`src/hdl/fcr_pkg.sv`:
```
package fcr_pkg;
    // ------------------------------------------------------------
    // sizes
    // ------------------------------------------------------------
    localparam int NUM_FAULTS = 8;
    localparam int ADDR_W     = 8;

    // ------------------------------------------------------------
    // register byte offsets
    // ------------------------------------------------------------
    localparam logic [7:0] OFS_CTRL     = 8'h00; // op / single mode
    localparam logic [7:0] OFS_STATE    = 8'h04; // unit state, read only
    localparam logic [7:0] OFS_FENABLE  = 8'h08; // fault enable config
    localparam logic [7:0] OFS_FREACT   = 8'h0C; // reaction select
    localparam logic [7:0] OFS_FTOE     = 8'h10; // timeout enable
    localparam logic [7:0] OFS_FSTATUS  = 8'h14; // latched faults
    localparam logic [7:0] OFS_FCLEAR   = 8'h18; // write 1 to clear
    localparam logic [7:0] OFS_IRQSTAT  = 8'h1C; // sticky events
    localparam logic [7:0] OFS_IRQEN    = 8'h20; // event enable
    localparam logic [7:0] OFS_IRQCLR   = 8'h24; // write 1 to clear
    localparam logic [7:0] OFS_SAFECTL  = 8'h28; // pad disable bit
    localparam logic [7:0] OFS_TIMEOUT  = 8'h2C; // timeout count

    // ------------------------------------------------------------
    // field positions and values
    // ------------------------------------------------------------
    localparam int CTRL_OP_LSB   = 0;  // op field [1:0]
    localparam int CTRL_SINGLE   = 4;  // single error-out mode
    localparam int SAFECTL_PDO   = 0;
    localparam logic [1:0] OP_NONE   = 2'h0;
    localparam logic [1:0] OP_CONFIG = 2'h1;
    localparam logic [1:0] OP_NORMAL = 2'h2;
    localparam int EV_FAULT  = 0;   // event bit: interrupt-reaction fault latched
    localparam int EV_ALARM  = 1;   // event bit: timeout expired
    localparam int EV_FAULTS = 2;   // event bit: safe state entered
    localparam int NUM_EV    = 3;

    // reaction codes, two bits a fault
    localparam logic [1:0] RE_NONE  = 2'h0;
    localparam logic [1:0] RE_IRQ   = 2'h1;
    localparam logic [1:0] RE_RESET = 2'h2;
    localparam logic [1:0] RE_NMI   = 2'h3;

    localparam logic [31:0] RST_FENABLE = 32'h0000_0000;
    localparam logic [31:0] RST_TIMEOUT = 32'h0000_0100;
    localparam logic [31:0] BAD_READ    = 32'h0000_0000;

    // ------------------------------------------------------------
    // unit states
    // ------------------------------------------------------------
    typedef enum logic [1:0] {
        FCR_NORMAL = 2'b00,
        FCR_CONFIG = 2'b01,
        FCR_ALARM  = 2'b10,
        FCR_FAULT  = 2'b11
    } fcr_state_t;
endpackage

```
`src/hdl/fcr_unit.sv`:
```
`timescale 1ns/10ps
// Summary of operation
// - every hardware fault enters as an input
// - each fault has own reaction setting
// - reactions: none, interrupt, reset, nmi
// - collection runs without processor help
// - on fault enter safe state, report
// - error-outs tristated while held in reset
// - single mode reports on primary only
// - enable, reaction, timeout regs writable only in config
// - error-out reporting cannot be disabled
// - pad disable bit tristates system outputs in safe state
// - software clears status, back to normal
module fcr_unit
    import fcr_pkg::*;
#(
    parameter int NF = fcr_pkg::NUM_FAULTS
) (
    input  wire logic          clk,          // 20 MHz system clock
    input  wire logic          rst_n,        // async reset, low
    input  wire logic [NF-1:0] faultIn,      // raw fault lines
    input  wire logic          psel,         // apb select
    input  wire logic          penable,      // apb access phase
    input  wire logic          pwrite,       // apb direction
    input  wire logic [7:0]    paddr,        // apb byte address
    input  wire logic [31:0]   pwdata,       // apb write data
    output logic               pready,       // apb ready
    output logic               pslverr,      // apb error
    output logic [31:0]        prdata,       // apb read data
    output logic               errOutPri,    // primary error-out
    output logic               errOutPriOe,  // primary drive enable
    output logic               errOutSec,    // secondary error-out
    output logic               errOutSecOe,  // secondary drive enable
    output logic               irq,          // level interrupt
    output logic               nmi,          // non-maskable request
    output logic               funcReset,    // functional reset req
    output logic               padDisable    // tristate system pads
);
    import fcr_pkg::*;

    // ------------------------------------------------------------
    // declarations
    // ------------------------------------------------------------
    fcr_state_t       state;
    logic [NF-1:0]    faultSync;
    logic [NF-1:0]    faultEn;
    logic [2*NF-1:0]  reactSel;
    logic [NF-1:0]    toEn;
    logic [NF-1:0]    faultStat;
    logic [NUM_EV-1:0] evStat;
    logic [NUM_EV-1:0] evEn;
    logic             singleMode;
    logic             pdoBit;
    logic [31:0]      toLimit;
    logic [31:0]      toCount;
    logic             wrAcc;
    logic             rdAcc;
    logic             addrOk;
    logic [NF-1:0]    newFault;
    logic [NF-1:0]    clrFault;
    logic [NF-1:0]    wantIrq;
    logic [NF-1:0]    wantNmi;
    logic [NF-1:0]    wantRst;
    logic [NF-1:0]    direct;
    logic             toExpire;
    logic [NUM_EV-1:0] evSet;
    logic [NUM_EV-1:0] evClr;
    logic [31:0]      next_rdata;

    // ------------------------------------------------------------
    // fault input synchroniser
    // ------------------------------------------------------------
    // every fault enters
    fcr_sync #(
        .W (NF)
    ) u_sync (
        .clk   (clk),
        .rst_n (rst_n),
        .d     (faultIn),
        .q     (faultSync)
    );

    // ------------------------------------------------------------
    // bus decode
    // ------------------------------------------------------------
    // zero wait states: ready rises in every access phase
    assign wrAcc = psel && penable && pwrite;
    assign rdAcc = psel && penable && !pwrite;
    assign addrOk = (paddr[1:0] == 2'b00) && (paddr <= OFS_TIMEOUT);

    // per-fault decode of reaction field
    always_comb begin
        for (int i = 0; i < NF; i++) begin
            wantIrq[i] = reactSel[2*i +: 2] == RE_IRQ;
            wantNmi[i] = reactSel[2*i +: 2] == RE_NMI;
            wantRst[i] = reactSel[2*i +: 2] == RE_RESET;
            // no-timeout faults skip the alarm stage
            direct[i]  = !toEn[i];
        end
    end

    assign newFault = faultSync & faultEn & ~faultStat;
    assign clrFault = (wrAcc && paddr == OFS_FCLEAR) ?
                      pwdata[NF-1:0] : '0;
    assign toExpire = (state == FCR_ALARM) && (toCount >= toLimit);

    // ------------------------------------------------------------
    // fault status
    // ------------------------------------------------------------
    // sticky until cleared, set wins over clear
    always_ff @(posedge clk or negedge rst_n) begin
        if (!rst_n) begin
            faultStat <= '0;
        end else begin
            faultStat <= (faultStat & ~clrFault) | (faultSync & faultEn);
        end
    end

    // ------------------------------------------------------------
    // unit state machine
    // ------------------------------------------------------------
    // runs on its own, no processor needed
    always_ff @(posedge clk or negedge rst_n) begin
        if (!rst_n) begin
            state <= FCR_CONFIG;
        end else begin
            case (state)
                FCR_CONFIG: begin
                    if (wrAcc && paddr == OFS_CTRL &&
                        pwdata[CTRL_OP_LSB +: 2] == OP_NORMAL) begin
                        state <= FCR_NORMAL;
                    end
                end
                FCR_NORMAL: begin
                    if (|(newFault & direct)) begin
                        state <= FCR_FAULT;
                    end else if (|newFault) begin
                        state <= FCR_ALARM;
                    end else if (wrAcc && paddr == OFS_CTRL &&
                        pwdata[CTRL_OP_LSB +: 2] == OP_CONFIG) begin
                        state <= FCR_CONFIG;
                    end
                end
                FCR_ALARM: begin
                    if (toExpire || |(newFault & direct)) begin
                        state <= FCR_FAULT;
                    end else if (faultStat == '0) begin
                        state <= FCR_NORMAL;
                    end
                end
                FCR_FAULT: begin
                    if (faultStat == '0 && newFault == '0) begin
                        state <= FCR_NORMAL;
                    end
                end
                default: state <= FCR_CONFIG;
            endcase
        end
    end

    // alarm timeout counter
    always_ff @(posedge clk or negedge rst_n) begin
        if (!rst_n) begin
            toCount <= '0;
        end else if (state == FCR_ALARM) begin
            toCount <= toCount + 32'h0000_0001;
        end else begin
            toCount <= '0;
        end
    end

    // ------------------------------------------------------------
    // configuration registers
    // ------------------------------------------------------------
    // writes honoured only in config state
    always_ff @(posedge clk or negedge rst_n) begin
        if (!rst_n) begin
            faultEn  <= NF'(RST_FENABLE);
            reactSel <= '0;
            toEn     <= '0;
            toLimit  <= RST_TIMEOUT;
        end else if (wrAcc && state == FCR_CONFIG) begin
            case (paddr)
                OFS_FENABLE: faultEn  <= pwdata[NF-1:0];
                OFS_FREACT:  reactSel <= pwdata[2*NF-1:0];
                OFS_FTOE:    toEn     <= pwdata[NF-1:0];
                OFS_TIMEOUT: toLimit  <= pwdata;
                default:     faultEn  <= faultEn;
            endcase
        end
    end

    // free control bits, usable in any state
    always_ff @(posedge clk or negedge rst_n) begin
        if (!rst_n) begin
            singleMode <= 1'b0;
            pdoBit     <= 1'b0;
            evEn       <= '0;
        end else if (wrAcc) begin
            if (paddr == OFS_CTRL) begin
                singleMode <= pwdata[CTRL_SINGLE];
            end
            if (paddr == OFS_SAFECTL) begin
                pdoBit <= pwdata[SAFECTL_PDO];
            end
            if (paddr == OFS_IRQEN) begin
                evEn <= pwdata[NUM_EV-1:0];
            end
        end
    end

    // ------------------------------------------------------------
    // interrupt events
    // ------------------------------------------------------------
    assign evSet[EV_FAULT]  = |(newFault & wantIrq);
    assign evSet[EV_ALARM]  = toExpire;
    assign evSet[EV_FAULTS] = ((state == FCR_NORMAL || state == FCR_ALARM) &&
                               |(newFault & direct)) || toExpire;
    assign evClr = (wrAcc && paddr == OFS_IRQCLR) ?
                   pwdata[NUM_EV-1:0] : '0;

    // sticky, a new event beats a same-cycle clear
    always_ff @(posedge clk or negedge rst_n) begin
        if (!rst_n) begin
            evStat <= '0;
        end else begin
            evStat <= (evStat & ~evClr) | evSet;
        end
    end

    // ------------------------------------------------------------
    // reactions
    // ------------------------------------------------------------
    // graded reactions per fault
    always_ff @(posedge clk or negedge rst_n) begin
        if (!rst_n) begin
            irq       <= 1'b0;
            nmi       <= 1'b0;
            funcReset <= 1'b0;
        end else begin
            irq       <= |((evStat | evSet) & evEn);
            nmi       <= |(faultStat & wantNmi);
            funcReset <= |(newFault & wantRst & direct) || // timed: at expiry
                         (toExpire && |(faultStat & wantRst));
        end
    end

    // error outs: primary low and secondary high report failure
    // tristated while in reset, enables clear to 0
    always_ff @(posedge clk or negedge rst_n) begin
        if (!rst_n) begin
            errOutPri   <= 1'b0;
            errOutPriOe <= 1'b0;
            errOutSec   <= 1'b0;
            errOutSecOe <= 1'b0;
        end else begin
            errOutPri   <= (state != FCR_FAULT);
            errOutPriOe <= 1'b1;
            errOutSec   <= (state == FCR_FAULT);
            errOutSecOe <= !singleMode;
        end
    end

    // pads tristated in safe state when enabled
    always_ff @(posedge clk or negedge rst_n) begin
        if (!rst_n) begin
            padDisable <= 1'b0;
        end else begin
            padDisable <= pdoBit && (state == FCR_FAULT);
        end
    end

    // ------------------------------------------------------------
    // apb read path
    // ------------------------------------------------------------
    always_comb begin
        next_rdata = BAD_READ;
        case (paddr)
            OFS_CTRL:    next_rdata[CTRL_SINGLE] = singleMode;
            OFS_STATE:   next_rdata[1:0] = state;
            OFS_FENABLE: next_rdata[NF-1:0] = faultEn;
            OFS_FREACT:  next_rdata[2*NF-1:0] = reactSel;
            OFS_FTOE:    next_rdata[NF-1:0] = toEn;
            OFS_FSTATUS: next_rdata[NF-1:0] = faultStat;
            OFS_IRQSTAT: next_rdata[NUM_EV-1:0] = evStat;
            OFS_IRQEN:   next_rdata[NUM_EV-1:0] = evEn;
            OFS_SAFECTL: next_rdata[SAFECTL_PDO] = pdoBit;
            OFS_TIMEOUT: next_rdata = toLimit;
            default:     next_rdata = BAD_READ;
        endcase
    end

    // registered answer, ready in the first access cycle, no wait
    always_ff @(posedge clk or negedge rst_n) begin
        if (!rst_n) begin
            pready  <= 1'b0;
            pslverr <= 1'b0;
            prdata  <= '0;
        end else begin
            pready  <= psel && !penable;
            pslverr <= psel && !penable && !addrOk;
            prdata  <= (psel && !penable && !pwrite) ? next_rdata : '0;
        end
    end

    // ------------------------------------------------------------
    // checks
    // ------------------------------------------------------------
    cfg_lock_a: assert property (
        @(posedge clk) disable iff (!rst_n)
        (state != FCR_CONFIG) |=> $stable(faultEn) || $past(state) ==
            FCR_CONFIG)
        else $error("fault enable changed outside config");

    sticky_stat_a: assert property (
        @(posedge clk) disable iff (!rst_n)
        (faultStat[0] && !clrFault[0]) |=> faultStat[0])
        else $error("fault status dropped without clear");

    fault_latch_a: assert property (
        @(posedge clk) disable iff (!rst_n)
        (faultSync[0] && faultEn[0]) |=> faultStat[0])
        else $error("enabled fault not latched");

    safe_state_a: assert property (
        @(posedge clk) disable iff (!rst_n)
        (state == FCR_NORMAL && |(newFault & direct)) |=>
            state == FCR_FAULT ##1 !errOutPri)
        else $error("direct fault missed safe state");

    eout_drive_a: assert property (
        @(posedge clk) disable iff (!rst_n)
        (state == FCR_FAULT) |=> errOutPriOe && !errOutPri)
        else $error("failure not reported on primary");

    single_mode_a: assert property (
        @(posedge clk) disable iff (!rst_n)
        singleMode |=> !errOutSecOe)
        else $error("secondary driven in single mode");

    pad_off_a: assert property (
        @(posedge clk) disable iff (!rst_n)
        (pdoBit && state == FCR_FAULT) |=> padDisable)
        else $error("pads not disabled in safe state");

    react_irq_a: assert property (
        @(posedge clk) disable iff (!rst_n)
        (evSet[EV_FAULT] && evEn[EV_FAULT]) |=> irq)
        else $error("interrupt reaction missing");

    return_norm_a: assert property (
        @(posedge clk) disable iff (!rst_n)
        (state == FCR_FAULT && faultStat == '0 && newFault == '0) |=>
            state == FCR_NORMAL)
        else $error("no return to normal after clear");
endmodule // fcr_unit

```
`src/hdl/fcr_sync.sv`:
```
`timescale 1ns/10ps
module fcr_sync #(
    parameter int W = 8
) (
    input  wire logic         clk,   // system clock
    input  wire logic         rst_n, // async reset
    input  wire logic [W-1:0] d,     // asynchronous inputs
    output logic      [W-1:0] q      // synchronised outputs
);
    logic [W-1:0] stage1;

    // two-flop synchroniser, stage1 read only by q
    always_ff @(posedge clk or negedge rst_n) begin
        if (!rst_n) begin
            stage1 <= '0;
            q      <= '0;
        end else begin
            stage1 <= d;
            q      <= stage1;
        end
    end
endmodule // fcr_sync

```
`config.mk`:
```
export PLATFORM = sky130hd
export DESIGN_NAME = fcr_unit
export DESIGN_NICKNAME = d
export VERILOG_FILES = /design/src/hdl/fcr_pkg.sv /design/src/hdl/fcr_unit.sv /design/src/hdl/fcr_sync.sv
export SDC_FILE = /design/constraint.sdc
export NUM_CORES = 1
export LEC_CHECK = 0
export BUFFER_PORTS_ARGS = -buffer_cell sky130_fd_sc_hd__buf_2
export CAP_MARGIN = 10
export CORE_MARGIN = 1
export CORE_UTILIZATION = 54
export DETAILED_ROUTE_END_ITERATION = 16
export HOLD_SLACK_MARGIN = 0.03
export PLACE_DENSITY = 0.79
export SETUP_SLACK_MARGIN = 0.15
export SLEW_MARGIN = 20
export SYNTH_ARGS = -nofsm -noshare
export SYNTH_HDL_FRONTEND = slang
export SYNTH_HIERARCHICAL = 1
export SYNTH_SLANG_ARGS = --single-unit
```
`constraint.sdc`:
```
create_clock -name clk -period 2.6 [get_ports clk]
set_input_delay 0 -clock clk [delete_from_list [all_inputs] [get_ports clk]]
set_output_delay 0 -clock clk [all_outputs]
set_load 0.03 [all_outputs]
```
==> impl.org, run 1 <==
** Logic synthesis
- After technology mapping, the gate count stands at 729.
- Nets in the synthesized netlist :: 815
- Sequential-to-total area share from yosys stat :: 0.5349
- Seq cells post-synth :: roughly 170
- Async SR Flop Fraction :: 1.000
- Averaged over all synthesized cells, the footprint is between 10 and 15 sq um.
- After synthesis the cells add up to 0.008051 sq mm.
- Count of yosys warnings during synthesis :: 6
- Among all flip-flop cells after synthesis, the most frequent one is dfrtp_1.
- EDFF count, synth :: 0
- Post-synthesis cell type count :: 62

** Power and ir drop
- Leak Pwr :: 0.004693 uW
- Power density normalized to cell area :: 593.0 mW/mm^2
- Worst IR drop on VDD :: 0.0006082 V

** Clock tree
- The clock reaches the later pin of the worst-skew pair after 0.43 ns.
- Sink Count :: ~170
- Maximum level of the CTS H-tree :: 4
- Clock Root Buffer :: clkbuf_16
- Clock-pin slew was measured on the worst setup and hold paths at 0.06 ns.
- TritonCTS created 17 clock buffers.
- TritonCTS built the clock tree.
- Counting along the longest clock path gives a buffer depth of 2.

** Worst setup path
- Worst path max stage delay :: 0.43 ns
- Cell-by-cell trace of the critical path :: ha_1, nand2b_1, a2111o_1, a311oi_2, o21ai_2, a31oi_4, buf_4, and2_2, o221ai_1
- The worst setup path is captured at a register.
- For the worst setup path, the data arrival time is between 2 and 3 ns.
- The critical path is of the reg -> reg type.
- STA classifies the critical path startpoint as a register.
- The slowest stage of the critical path is the a2111o_1 cell.
- At the worst endpoint, the required time is ~3 ns.
- CP max FO :: 3
- Top delay family on crit path :: compound AO/OA/AOI/OAI gates
- Counting both buffers and inverters, the worst setup path holds a total of 1.

** STA
- Largest clock skew in the final design :: 0.007796 ns
- In the post-route analysis, the smallest setup slack over all paths is roughly 0.29 ns.
- In the finished design, the share of the clock period the worst path needs comes to 0.8897.
- For this run, the top clock speed supported by timing is around 430 MHz.
- Slew at the pin closest to its max-slew limit :: roughly 0.73 ns
- Smallest hold slack :: 0.09122 ns
- Final min period :: 2.313 ns
- Max transition margin :: 0.5088
- # setup viols final :: 0
- The hold violation count in the final report was 0.
- Setup repair after global routing missed its margin :: no
- The final number of max-transition violations was 0.
- Setup TNS :: 0 ns

** Routing
- DR vias :: 6,340
- Post-Route WL :: 19,750 microns
- The detail route stage leaves a number of antenna-violating nets equal to 0.
- Drc violations :: 0
- Detailed Routing Iterations Pass 1 :: 6
- Via count normalized by instance count :: slightly below 6
- Number of design-rule violations left by the first detailed-router iteration :: 535
- Wire length per cell after detailed routing :: 18.27 microns

** GRT
- Most utilized layer in the global route result :: met2
- Entering global routing, the biggest net connects 76 pins.
- Global-route wire length before repair :: between 30,000 and 40,000 microns
- For this run, global-route usage on met2 was measured as 0.4541.
- Total gr overflow :: 0
- Met1 layer usage reported by global route :: 0.3463
- The initial antenna violation count was 0.
- For this run, global-route usage on met3 was measured as 0.06822.
- The via count of the first global-routing pass is 6,238.
- Combined global-route utilization of all metal layers :: 0.2736

** Layout
- Synth-to-layout area growth :: 23.50%
- 0 antenna diodes ended up in the layout.
- Layout filler cell count :: roughly 1,100
- Of the cells placed in the final design, the portion with a size suffix greater than 1 is 0.2542.
- NumNets Final :: 971

** Status
- Status :: finished, final reports clean

** Placed design
- Timing analysis after detailed placement gives a worst setup slack of ~0.18 ns.
- The wire-length estimate of the detail-placed layout is 13,600 microns.
- Port buffering added between 90 and 100 buffers.
- The congestion estimate from routability-driven global placement came to 0.9288.

** Floorplanning
- Die Footprint :: 0.01540 sq mm
- Effective utilization at floorplan :: 0.5540
- During I/O placement, the number of pins put on the boundary was 95.
- Die Span X :: 124.1 microns
- Number of cell rows :: 44
- The region available for standard cell placement spans 0.01453 sq mm.
- Measured along the y axis, the die boundary spans 124.1 microns.

** Hold path
- In this run the worst hold path is classified as in -> reg.

** Flow run
- The tool flagged a number of max-cap violations equal to 0.
where the power goes:
group	total [uW]	switching, uW	internal (uW)
combinational	317	171	146
sequential	2780	55.5	2730
clock	2800	1020	1780
total	5900	1250	4650
cells in the final DEF, fill, tap and decap left out, types with 3 or more instances in the layout:
cell and instances:
xor2_1 16, nor3_1 24, nor4_1 9, clkbuf_8 3, nor2b_1 6, dlygate4sd3_1 45, or2_2 3, a221oi_1 7
nand3b_1 7, a32oi_1 3, and3_1 10, and4_1 5, or3_1 7, nor3b_1 5, a21oi_1 26, nand3_1 27
inv_1 47, nor2_1 63, ha_1 33, xnor2_1 10, buf_4 16, bufinv_16 5, mux2_2 67, nand2_1 55
a31oi_1 8, nand2b_1 5, nand4_1 7, o22ai_1 3, a22oi_1 19, buf_2 93, o21ai_0 15, nor2_2 3
dfrtp_1 170, a222oi_1 5, clkbuf_16 17, a22o_1 7
area by class of cell:
cell class,instances,area (sq um),share of cell area
timing repair buffer,156,1067,0.1073
inverter,47,176.4,0.01774
clock buffer,21,470.5,0.04731
tap,184,230.2,0.02315
multi-input combinational,491,3507,0.3527
sequential,172,4307,0.4331
clock inverter,10,185.2,0.01862
logic make-up (layout without fill, tap and decap cells):
logic type | count (synthesis) | after routing | synth area share
other | 1 | 1 | 0.0004658
flip-flops | 172 | 172 | 0.5349
multiplexers | 70 | 70 | 0.09775
AND/OR/NAND/NOR | 250 | 250 | 0.1604
XOR/XNOR | 26 | 26 | 0.02828
adder cells (fa/ha/maj) | 33 | 33 | 0.05128
AO/OA/AOI/OAI | 111 | 111 | 0.09511
buffers and inverters | 66 | 234 | 0.03186
worst min-delay path, stage by stage:
cell	delay, ns
buf_2	0.11
nor2_1	0.09
nand3_1	0.14
and2_1	0.14
registers in the layout, indices dropped and copies added, names as in the netlist, 2 cells and up:
name	cells
prdata	32
toCount	32
toLimit	32
reactSel	16
faultEn	8
faultStat	8
toEn	8
u_sync/q	8
u_sync/stage1	8
evEn	3
evStat	3
state	2
metal layers:
| layer | routed length, microns | part of all wire |
|---|---|---|
| met1 | 8259 | 0.42 |
| met2 | 9768 | 0.49 |
| met3 | 1294 | 0.066 |
| met4 | 431 | 0.022 |
| met5 | 0 | 0 |
cells in the mapped netlist, types with 8 or more instances:
cell type | instances | share of area
a31oi_1 | 8 | 0.0062
a21oi_1 | 26 | 0.016
and3_1 | 10 | 0.0078
xnor2_1 | 10 | 0.011
o21ai_0 | 16 | 0.0099
nand3_1 | 27 | 0.017
inv_1 | 47 | 0.022
clkbuf_1 | 12 | 0.0056
nor4_1 | 9 | 0.0070
dfrtp_1 | 170 | 0.53
a22oi_1 | 19 | 0.018
mux2_2 | 67 | 0.094
nor2_1 | 63 | 0.029
nand2_1 | 55 | 0.026
ha_1 | 33 | 0.051
xor2_1 | 16 | 0.017
nor3_1 | 24 | 0.015
final timing paths:
kind | start | endpoint | slack (ns) | cells past startpoint
setup reg to reg | toLimit[0]$_DFFE_PN0P_ | state[0]$_DFFE_PN1P_ | 0.29 | 9
setup / recovery | toLimit[0]$_DFFE_PN0P_ | state[0]$_DFFE_PN1P_ | 0.29 | 9
min in group asynchronous | rst_n | pslverr$_DFF_PN0_ | 0.17 | 2
max in group asynchronous | rst_n | state[0]$_DFFE_PN1P_ | 1.64 | 3
hold reg to reg | u_sync/stage1[4]$_DFF_PN0_ | u_sync/q[4]$_DFF_PN0_ | 0.35 | 0
hold / removal | paddr[6] | pslverr$_DFF_PN0_ | 0.09 | 4
metrics by stage:
step                      power (uW)  cell area [sq um]  instances  utilization
after detailed placement        3085               8811       1004       0.6062
after floorplan                 2919               8051        729            -
after global routing            6089               9943       1081       0.6841
after global placement          3080               8811       1004       0.6062
final                           5897               9943       1081       0.6841
after CTS                       5926               9917       1080       0.6823
timing repair:
item | in CTS | in global routing
setup endpoints to repair | 0 | 5
hold buffers | 45 | 0
gates resized for setup | 0 | 4
setup buffers | 0 | 1
hold endpoints to repair | 162 | 0
Note: power is estimated with default switching activity, not from simulation.
==> inputs of run 2 (changes only) <==
CORE_UTILIZATION = 58   (was 54)
PLACE_DENSITY = 0.83   (was 0.79)
==> impl.org, run 2 (synthesis gave the netlist of run 1 again) <==
** Worst setup path
- Worst path max stage delay :: 0.43 ns (about the same)
- The arrival time at the worst endpoint was 2.74 ns (was 2.64 ns).
- Destination of the worst register-to-register timing path :: irq$_DFF_PN0_ (was state[0]$_DFFE_PN1P_)
- The nature of the critical path endpoint was a register (unchanged).
- Kind of critical path :: reg -> reg (unchanged)
- The setup slack of the worst register-to-register path was 0.18 ns (was 0.29 ns).
- The reg-to-reg startpoint is toLimit[0]$_DFFE_PN0P_ (unchanged).
- The count of cells along the worst register-to-register path came to 8 (was 9).
- The slowest stage cell on the critical path was a2111o_1 (unchanged).
- CP max FO :: 3 (unchanged)
- Cell-by-cell trace of the critical path :: ha_1, nand2b_1, a2111o_1, a311oi_2, o21ai_2, a31oi_4, a31oi_1, a211o_1 (was ha_1, nand2b_1, a2111o_1, a311oi_2, o21ai_2, a31oi_4, buf_4, and2_2, o221ai_1)
- The launching element type of the critical path was a register (unchanged).
- Crit path required time :: 2.92 ns (was 2.93 ns)

** GRT
- Met1 layer usage reported by global route :: 0.3922 (was 0.3463)
- The wire length of the first global-routing pass was 34,580 microns (was 31,280 microns).
- The largest net degree at the start of global routing was 83 (was 76).
- Total gr overflow :: 0 (unchanged)
- The total routing usage reported by global routing is 0.3158 (was 0.2736).
- Most utilized layer in the global route result :: met2 (unchanged)
- Initial antenna violation count :: 0 (unchanged)
- The global-route track usage on met2 is 0.5325 (was 0.4541).
- Met3 GRT Util :: 0.06892 (was 0.06822)
- Vias in the first global route :: 6,932 (was 6,238)

** Placed design
- Final weighted congestion of routability-driven global placement :: 0.8981 (was 0.9288)
- Placed Instances :: 998 (was 1,004)
- Buffers added on ports :: 94 (unchanged)
- Post-place setup slack :: 0.1267 ns (was 0.1806 ns)
- HPWL after detailed placement :: 14,720 microns (was 13,600 microns)

** Routing
- The via total after detailed routing came to 6,529 (was 6,340).
- Drc violations :: 0 (unchanged)
- The final wirelength is 21,290 microns (was 19,750 microns).
- The number of optimization iterations in the first detailed-route pass is 8 (was 6).
- The via count normalized by instance count is 6.057 (was 5.865).
- Wire length per cell after detailed routing :: 19.75 microns (was 18.27 microns)
- Number of design-rule violations left by the first detailed-router iteration :: 552 (was 535)
- The number of antenna-violating nets in the routed design came to 0 (unchanged).

** Floorplanning
- Number of cell rows :: 42 (was 44)
- Die Span X :: 119.8 microns (was 124.1 microns)
- The number of top-level pins came to 95 (unchanged).
- Effective utilization at floorplan :: 0.6008 (was 0.5540)
- Die Footprint :: 0.01436 sq mm (was 0.01540 sq mm)
- The height of the die came to 119.8 microns (was 124.1 microns).
- Area of the core region :: 0.01340 sq mm (was 0.01453 sq mm)

** Layout
- Biggest registers after layout :: prdata x32, toCount x32, toLimit x32 (unchanged)
- The antenna cell count was 0 (unchanged).
- The share of final-layout standard cells stronger than drive strength 1 is 0.2594 (was 0.2542).
- Final non-filler cell total :: 1,078 (was 1,081)
- The area used by multi-input combinational logic was 0.003520 sq mm (was 0.003507 sq mm).
- The most common cell after layout, fill and taps aside is dfrtp_1 (unchanged).
- The count of fill cells added during filler insertion was 898 (was 1,096).
- The final layout net count was 976 (was 971).
- Leading cell types in the layout, fill and taps excluded :: dfrtp_1, buf_2, mux2_2 (unchanged)
- Synth-to-layout area growth :: 23.37% (was 23.50%)
- Register Area :: 0.004307 sq mm (unchanged)

** Hold path
- The count of cells along the worst hold path was 4 (unchanged).
- Worst hold path class :: in -> reg (unchanged)
- The worst hold path startpoint is paddr[0] (was paddr[6]).
- Hold-critical path endpoint :: pdoBit$_DFFE_PN0P_ (was pslverr$_DFF_PN0_)

** Clock tree
- The TritonCTS buffer count was 17 (unchanged).
- Clock transition at the registers of the reported paths :: 0.06 ns (about the same)
- The buffer type at the clock tree root is clkbuf_16 (unchanged).
- The clock tree from TritonCTS is done (unchanged).
- The number of clock sinks is 172 (unchanged).
- The clock latency on the worst-skew pair was 0.43 ns (about the same).
- Maximum level of the CTS H-tree :: 4 (unchanged)
- The maximum clock insertion buffer count was 2 (unchanged).

** STA
- Final min period :: 2.420 ns (was 2.313 ns)
- Number of endpoints with negative hold slack in the final report :: 0 (unchanged)
- Fin. max-slew vios :: 0 (unchanged)
- Maximum clock frequency :: 413.2 MHz (was 432.3 MHz)
- Share of the clock period used by the worst path after layout :: 0.9308 (was 0.8897)
- The max-slew headroom at the worst pin is 0.4827 (was 0.5088).
- Largest clock skew in the final design :: 0.007475 ns (was 0.007796 ns)
- Crit path setup slack, layout :: 0.1798 ns (was 0.2867 ns)
- The aggregate negative setup slack is 0 ns (unchanged).
- The pin slew with the least headroom to its limit was 0.7759 ns (was 0.7328 ns).
- The number of setup violations in the final report is 0 (unchanged).
- Setup repair after global routing missed its margin: no (unchanged).

** Status
- Status :: finished, final reports clean (unchanged)

** Power and ir drop
- The share of power burned in the clock network came to 0.455 (was 0.475).
- The fraction of power consumed by combinational cells is 0.056 (was 0.054).
- Power density normalized to cell area :: 573.4 mW/mm^2 (was 593.0 mW/mm^2)
- The design internal power is 4426 uW (was 4649 uW).
- The switching part of the total power is 0.2229 (was 0.2115).
- The relative contribution of sequential cells to total power is 0.489 (was 0.472).
- The net switching power figure came to 1270 uW (was 1247 uW).
- Leak Pwr :: 0.004694 uW (was 0.004693 uW)
- The worst voltage drop across the vdd grid is 0.0005626 V (was 0.0006082 V).

** Flow run
- The number of max-cap violations came to 0 (unchanged).
==> run 2: cell count changes in the layout (fill, tap and decap cells not counted), sizes merged <==
cell / before / now
dlygate4sd3: 45 / 46
buf: 111 / 115
clkbuf: 21 / 20
clkinv: 3 / 5
bufinv: 5 / 3
clkinvlp: 1 / 2
==> run 2: worst max path at each step <==
stage / end / cells after the start / start
global placement: state[0]$_DFFE_PN1P_ / 9 / toLimit[0]$_DFFE_PN0P_
finish: irq$_DFF_PN0_ / 8 / toLimit[0]$_DFFE_PN0P_
detailed placement: state[0]$_DFFE_PN1P_ / 9 / toLimit[0]$_DFFE_PN0P_
floorplan: irq$_DFF_PN0_ / 9 / toCount[0]$_DFF_PN0_
CTS: state[0]$_DFFE_PN1P_ / 9 / toLimit[0]$_DFFE_PN0P_
global route: irq$_DFF_PN0_ / 8 / toLimit[0]$_DFFE_PN0P_
==> run 2: layout make-up <==
class / count / area share
Clock inverter: 11 / 0.01436
Timing Repair Buffer: 161 / 0.1119
Sequential cell: 172 / 0.4336
Tap cell: 176 / 0.02217
Inverter: 47 / 0.01776
Multi-Input combinational cell: 491 / 0.3543
Clock buffer: 20 / 0.04598
==> run 2: power groups by stage <==
stage	Clock, uW	Sequential (uW)	Combinational [uW]
2_1_floorplan	0	2810	105
3_3_place_gp	0	2830	249
3_5_place_dp	0	2830	257
4_1_cts	2590	2780	312
5_1_grt	2710	2790	350
6_report	2590	2790	317
==> run 2: through the flow <==
| stage | utilization | cell area (sq um) | total power, uW | hold WS [ns] |
|---|---|---|---|---|
| floorplan | - | 8051 | 2919 | -0.2956 |
| global placement | 0.6579 | 8816 | 3076 | 0.09095 |
| detailed placement | 0.6579 | 8816 | 3089 | 0.1046 |
| CTS | 0.7380 | 9889 | 5690 | 0.03973 |
| global route | 0.7413 | 9933 | 5845 | 0.06422 |
| finish | 0.7413 | 9933 | 5696 | 0.05626 |
==> run 2: worst max-delay path: cells and delay by family (launching register included) <==
family                   cells  cell delay, ns
AO/OA/AOI/OAI                6            1.48
flip-flops                   1            0.38
AND/OR/NAND/NOR              1            0.15
adder cells (fa/ha/maj)      1            0.30
==> run 2: routing by layer <==
layer,share of wire,routed length [microns]
met1,0.41,8682
met3,0.068,1449
met4,0.025,529
met2,0.50,10630
met5,0,0
==> run 2: timing repair <==
item / in CTS / in global routing
resized for setup: 1 / 5
setup buffers: 1 / 2
pin swaps: 2 / 4
hold buffers: 46 / 0
hold endpoints to repair: 169 / 0
endpoints found under the setup margin: 5 / 6
gates cloned: 0 / 0
==> inputs of run 3 (changes only) <==
CORE_UTILIZATION = 48   (was 58)
PLACE_DENSITY = 0.72   (was 0.83)
clock period = 3 ns   (was 2.6 ns; I/O delays follow)
==> impl.org, run 3 (synthesis gave the netlist of run 1 again) <==
** STA
- The hold violation count in the final report came to 0 (unchanged).
- The achievable frequency was 383.7 MHz (was 413.2 MHz).
- Slew at the pin closest to its max-slew limit :: 0.9211 ns (was 0.7759 ns)
- The final critical path time including I/O delays and setup is 2.606 ns (was 2.420 ns).
- The post-route clock skew is 0.01140 ns (was 0.007475 ns).
- Max transition margin :: 0.3803 (was 0.4827)
- The portion of the clock cycle consumed by the worst path in the final layout is 0.8687 (was 0.9308).
- # setup viols final :: 0 (unchanged)
- Setup repair after global routing missed its margin: no (unchanged).
- The final number of max-transition violations was 0 (unchanged).
- The aggregate negative setup slack is 0 ns (unchanged).

** Floorplanning
- The horizontal die dimension is 131.5 microns (was 119.8 microns).
- Number of cell rows :: 46 (was 42)
- Effective utilization at floorplan :: 0.4996 (was 0.6008)
- The height of the die is 131.5 microns (was 119.8 microns).
- Number of ports placed on the die boundary :: 95 (unchanged)
- Die Footprint :: 0.01730 sq mm (was 0.01436 sq mm)
- The area of the core came to 0.01612 sq mm (was 0.01340 sq mm).

** Worst setup path
- Cell-by-cell trace of the critical path: inv_1, ha_1, nand2b_1, a2111o_1, a311oi_1, o21ai_1, a31oi_2, a31oi_1, a211o_1 (was ha_1, nand2b_1, a2111o_1, a311oi_2, o21ai_2, a31oi_4, a31oi_1, a211o_1).
- The setup slack of the worst register-to-register path was 0.39 ns (was 0.18 ns).
- The count of cells along the worst register-to-register path is 9 (was 8).
- Crit-path slowest cell :: dfrtp_1 (was a2111o_1)
- Destination of the worst register-to-register timing path :: irq$_DFF_PN0_ (unchanged)
- Crit path required time :: 3.32 ns (was 2.92 ns)
- The nature of the critical path endpoint is a register (unchanged).
- The start-to-end type of the worst setup path is reg -> reg (unchanged).
- Sort of element at the start of the critical path :: register (unchanged)
- Critical Path AT :: 2.92 ns (was 2.74 ns)
- The reg-to-reg startpoint was toCount[0]$_DFF_PN0_ (was toLimit[0]$_DFFE_PN0P_).
- The largest stage delay on the critical path came to 0.43 ns (about the same).
- CP max FO :: 6 (was 3)

** Placed design
- The number of placed instances, taps included is 1,032 (was 998).
- Final weighted congestion of routability-driven global placement :: 0.9508 (was 0.8981)
- Buffers added on ports :: 94 (unchanged)
- The post-detailed-placement half-perimeter wirelength is 13,770 microns (was 14,720 microns).

** Routing
- The final wirelength is 19,890 microns (was 21,290 microns).
- Drc violations :: 0 (unchanged)
- Via count normalized by instance count :: 5.640 (was 6.057)
- The via total after detailed routing is 6,244 (was 6,529).
- Number of design-rule violations left by the first detailed-router iteration :: 522 (was 552)
- Count of nets left with antenna violations after detail routing :: 0 (unchanged)
- Wire length per cell after detailed routing :: 17.97 microns (was 19.75 microns)
- The number of optimization iterations in the first detailed-route pass is 8 (unchanged).

** GRT
- Global-route wire length before repair :: 32,340 microns (was 34,580 microns)
- The initial antenna violation count is 0 (unchanged).
- The largest net degree at the start of global routing was 82 (was 83).
- The total routing usage reported by global routing was 0.2402 (was 0.3158).
- The via count of the first global-routing pass was 6,143 (was 6,932).
- Total gr overflow :: 0 (unchanged)

** Clock tree
- The clock latency on the worst-skew pair came to 0.44 ns (was 0.43 ns).
- The number of clock sinks came to 172 (unchanged).
- The clock tree from TritonCTS was done (unchanged).
- The TritonCTS buffer count is 17 (unchanged).
- Maximum level of the CTS H-tree :: 4 (unchanged)
- The clock transition at the registers of the reported paths was 0.06 ns (about the same).
- Deepest clock path buffer count :: 2 (unchanged)
- The buffer type at the clock tree root was clkbuf_16 (unchanged).

** Layout
- Synth-to-layout area growth :: 22.86% (was 23.37%)
- NumNets Final :: 964 (was 976)
- Antenna diodes :: 0 (unchanged)
- Final non-filler cell total :: 1,107 (was 1,078)
- Biggest registers after layout :: prdata x32, toCount x32, toLimit x32 (unchanged)
- The most common cell after layout, fill and taps aside is dfrtp_1 (unchanged).
- Leading cell types in the layout, fill and taps excluded: dfrtp_1, buf_2, mux2_2 (unchanged).
- The share of final-layout standard cells stronger than drive strength 1 came to 0.2492 (was 0.2594).
- The count of fill cells added during filler insertion came to 1,336 (was 898).

** Power and ir drop
- Power density normalized to cell area :: 510.9 mW/mm^2 (was 573.4 mW/mm^2)
- Worst IR drop on VDD :: 0.0004583 V (was 0.0005626 V)
- The leakage power is 0.004653 uW (was 0.004694 uW).

** Flow run
- Max-cap viol count :: 0 (unchanged)

** Hold path
- Hold path depth :: 4 (unchanged)
- Worst hold path class :: in -> reg (unchanged)
- Startpoint of the most critical hold path :: paddr[0] (unchanged)
- The endpoint of the worst hold path is pslverr$_DFF_PN0_ (was pdoBit$_DFFE_PN0P_).

** Status
- Status: finished, final reports clean (unchanged).
run 3: cell count changes in the layout (fill, tap and decap cells not counted), moves of 2 or more:
cell,delta
buf_4,-8
clkinv_2,-4
inv_8,+4
inv_6,+2
dlygate4sd3_1,-3
clkinvlp_4,-2
run 3: layer usage:
layer / track usage / routed length [microns] / share of wire / vias to the layer above
li1: - / - / - / 2909
met1: 0.3287 / 9123 / 0.46 / 3065
met2: 0.3815 / 9354 / 0.47 / 233
met3: 0.04205 / 1019 / 0.051 / 37
met4: 0.08979 / 392 / 0.020 / 0
met5: 0 / 0 / 0 / -
run 3: timing repair:
action,in CTS,in global routing
setup buffers,0,0
hold buffers,43,0
hold endpoints to repair,166,0
resized for setup,0,0
run 3: per-stage QoR:
| stage | cell area (sq um) | setup slack, ns | util | total power, uW | hold slack, ns |
|---|---|---|---|---|---|
| after floorplan | 8051 | 0.7109 | - | 2530 | -0.2956 |
| after global placement | 8821 | 0.5276 | 0.5474 | 2668 | 0.09805 |
| after detailed placement | 8821 | 0.4149 | 0.5474 | 2672 | 0.1058 |
| after CTS | 9892 | 0.3933 | 0.6138 | 5092 | 0.03234 |
| after global routing | 9892 | 0.2851 | 0.6138 | 5219 | 0.09656 |
| final | 9892 | 0.3940 | 0.6138 | 5054 | 0.05060 |
run 3: power by group:
| part | internal (uW) | switching, uW | total [uW] | leakage (uW) |
|---|---|---|---|---|
| registers | 2360 | 50.1 | 2410 | 0.00232 |
| logic | 120 | 142 | 262 | 0.00202 |
| clock network | 1410 | 971 | 2380 | 0.000317 |
| total | 3890 | 1160 | 5050 | 0.00465 |
run 3: area by class of cell:
type / count / area (sq um) / area share
clock inverter: 11 / 170.2 / 0.01720
sequential: 172 / 4307 / 0.4354
clock buffer: 21 / 470.5 / 0.04756
timing repair buffer: 149 / 1010 / 0.1021
tap: 216 / 270.3 / 0.02732
multi-input combinational: 491 / 3488 / 0.3526
inverter: 47 / 176.4 / 0.01783
run 3: worst max path at each step:
| stage | end | slack [ns] | depth (start not counted) | start |
|---|---|---|---|---|
| 4_1_cts | irq$_DFF_PN0_ | 0.39 | 9 | toCount[0]$_DFF_PN0_ |
| 6_report | irq$_DFF_PN0_ | 0.39 | 9 | toCount[0]$_DFF_PN0_ |
| 3_3_place_gp | irq$_DFF_PN0_ | 0.53 | 9 | toCount[0]$_DFF_PN0_ |
| 3_5_place_dp | irq$_DFF_PN0_ | 0.41 | 9 | toCount[0]$_DFF_PN0_ |
| 5_1_grt | irq$_DFF_PN0_ | 0.29 | 9 | toCount[0]$_DFF_PN0_ |
| 2_1_floorplan | irq$_DFF_PN0_ | 0.71 | 9 | toCount[0]$_DFF_PN0_ |
run 3: critical path, delay by kind of cell (launching register included):
kind	cells	cell delay (ns)
AO/OA/AOI/OAI	6	1.60
adder cells (fa/ha/maj)	1	0.27
buffers and inverters	1	0.06
flip-flops	1	0.43
AND/OR/NAND/NOR	1	0.14
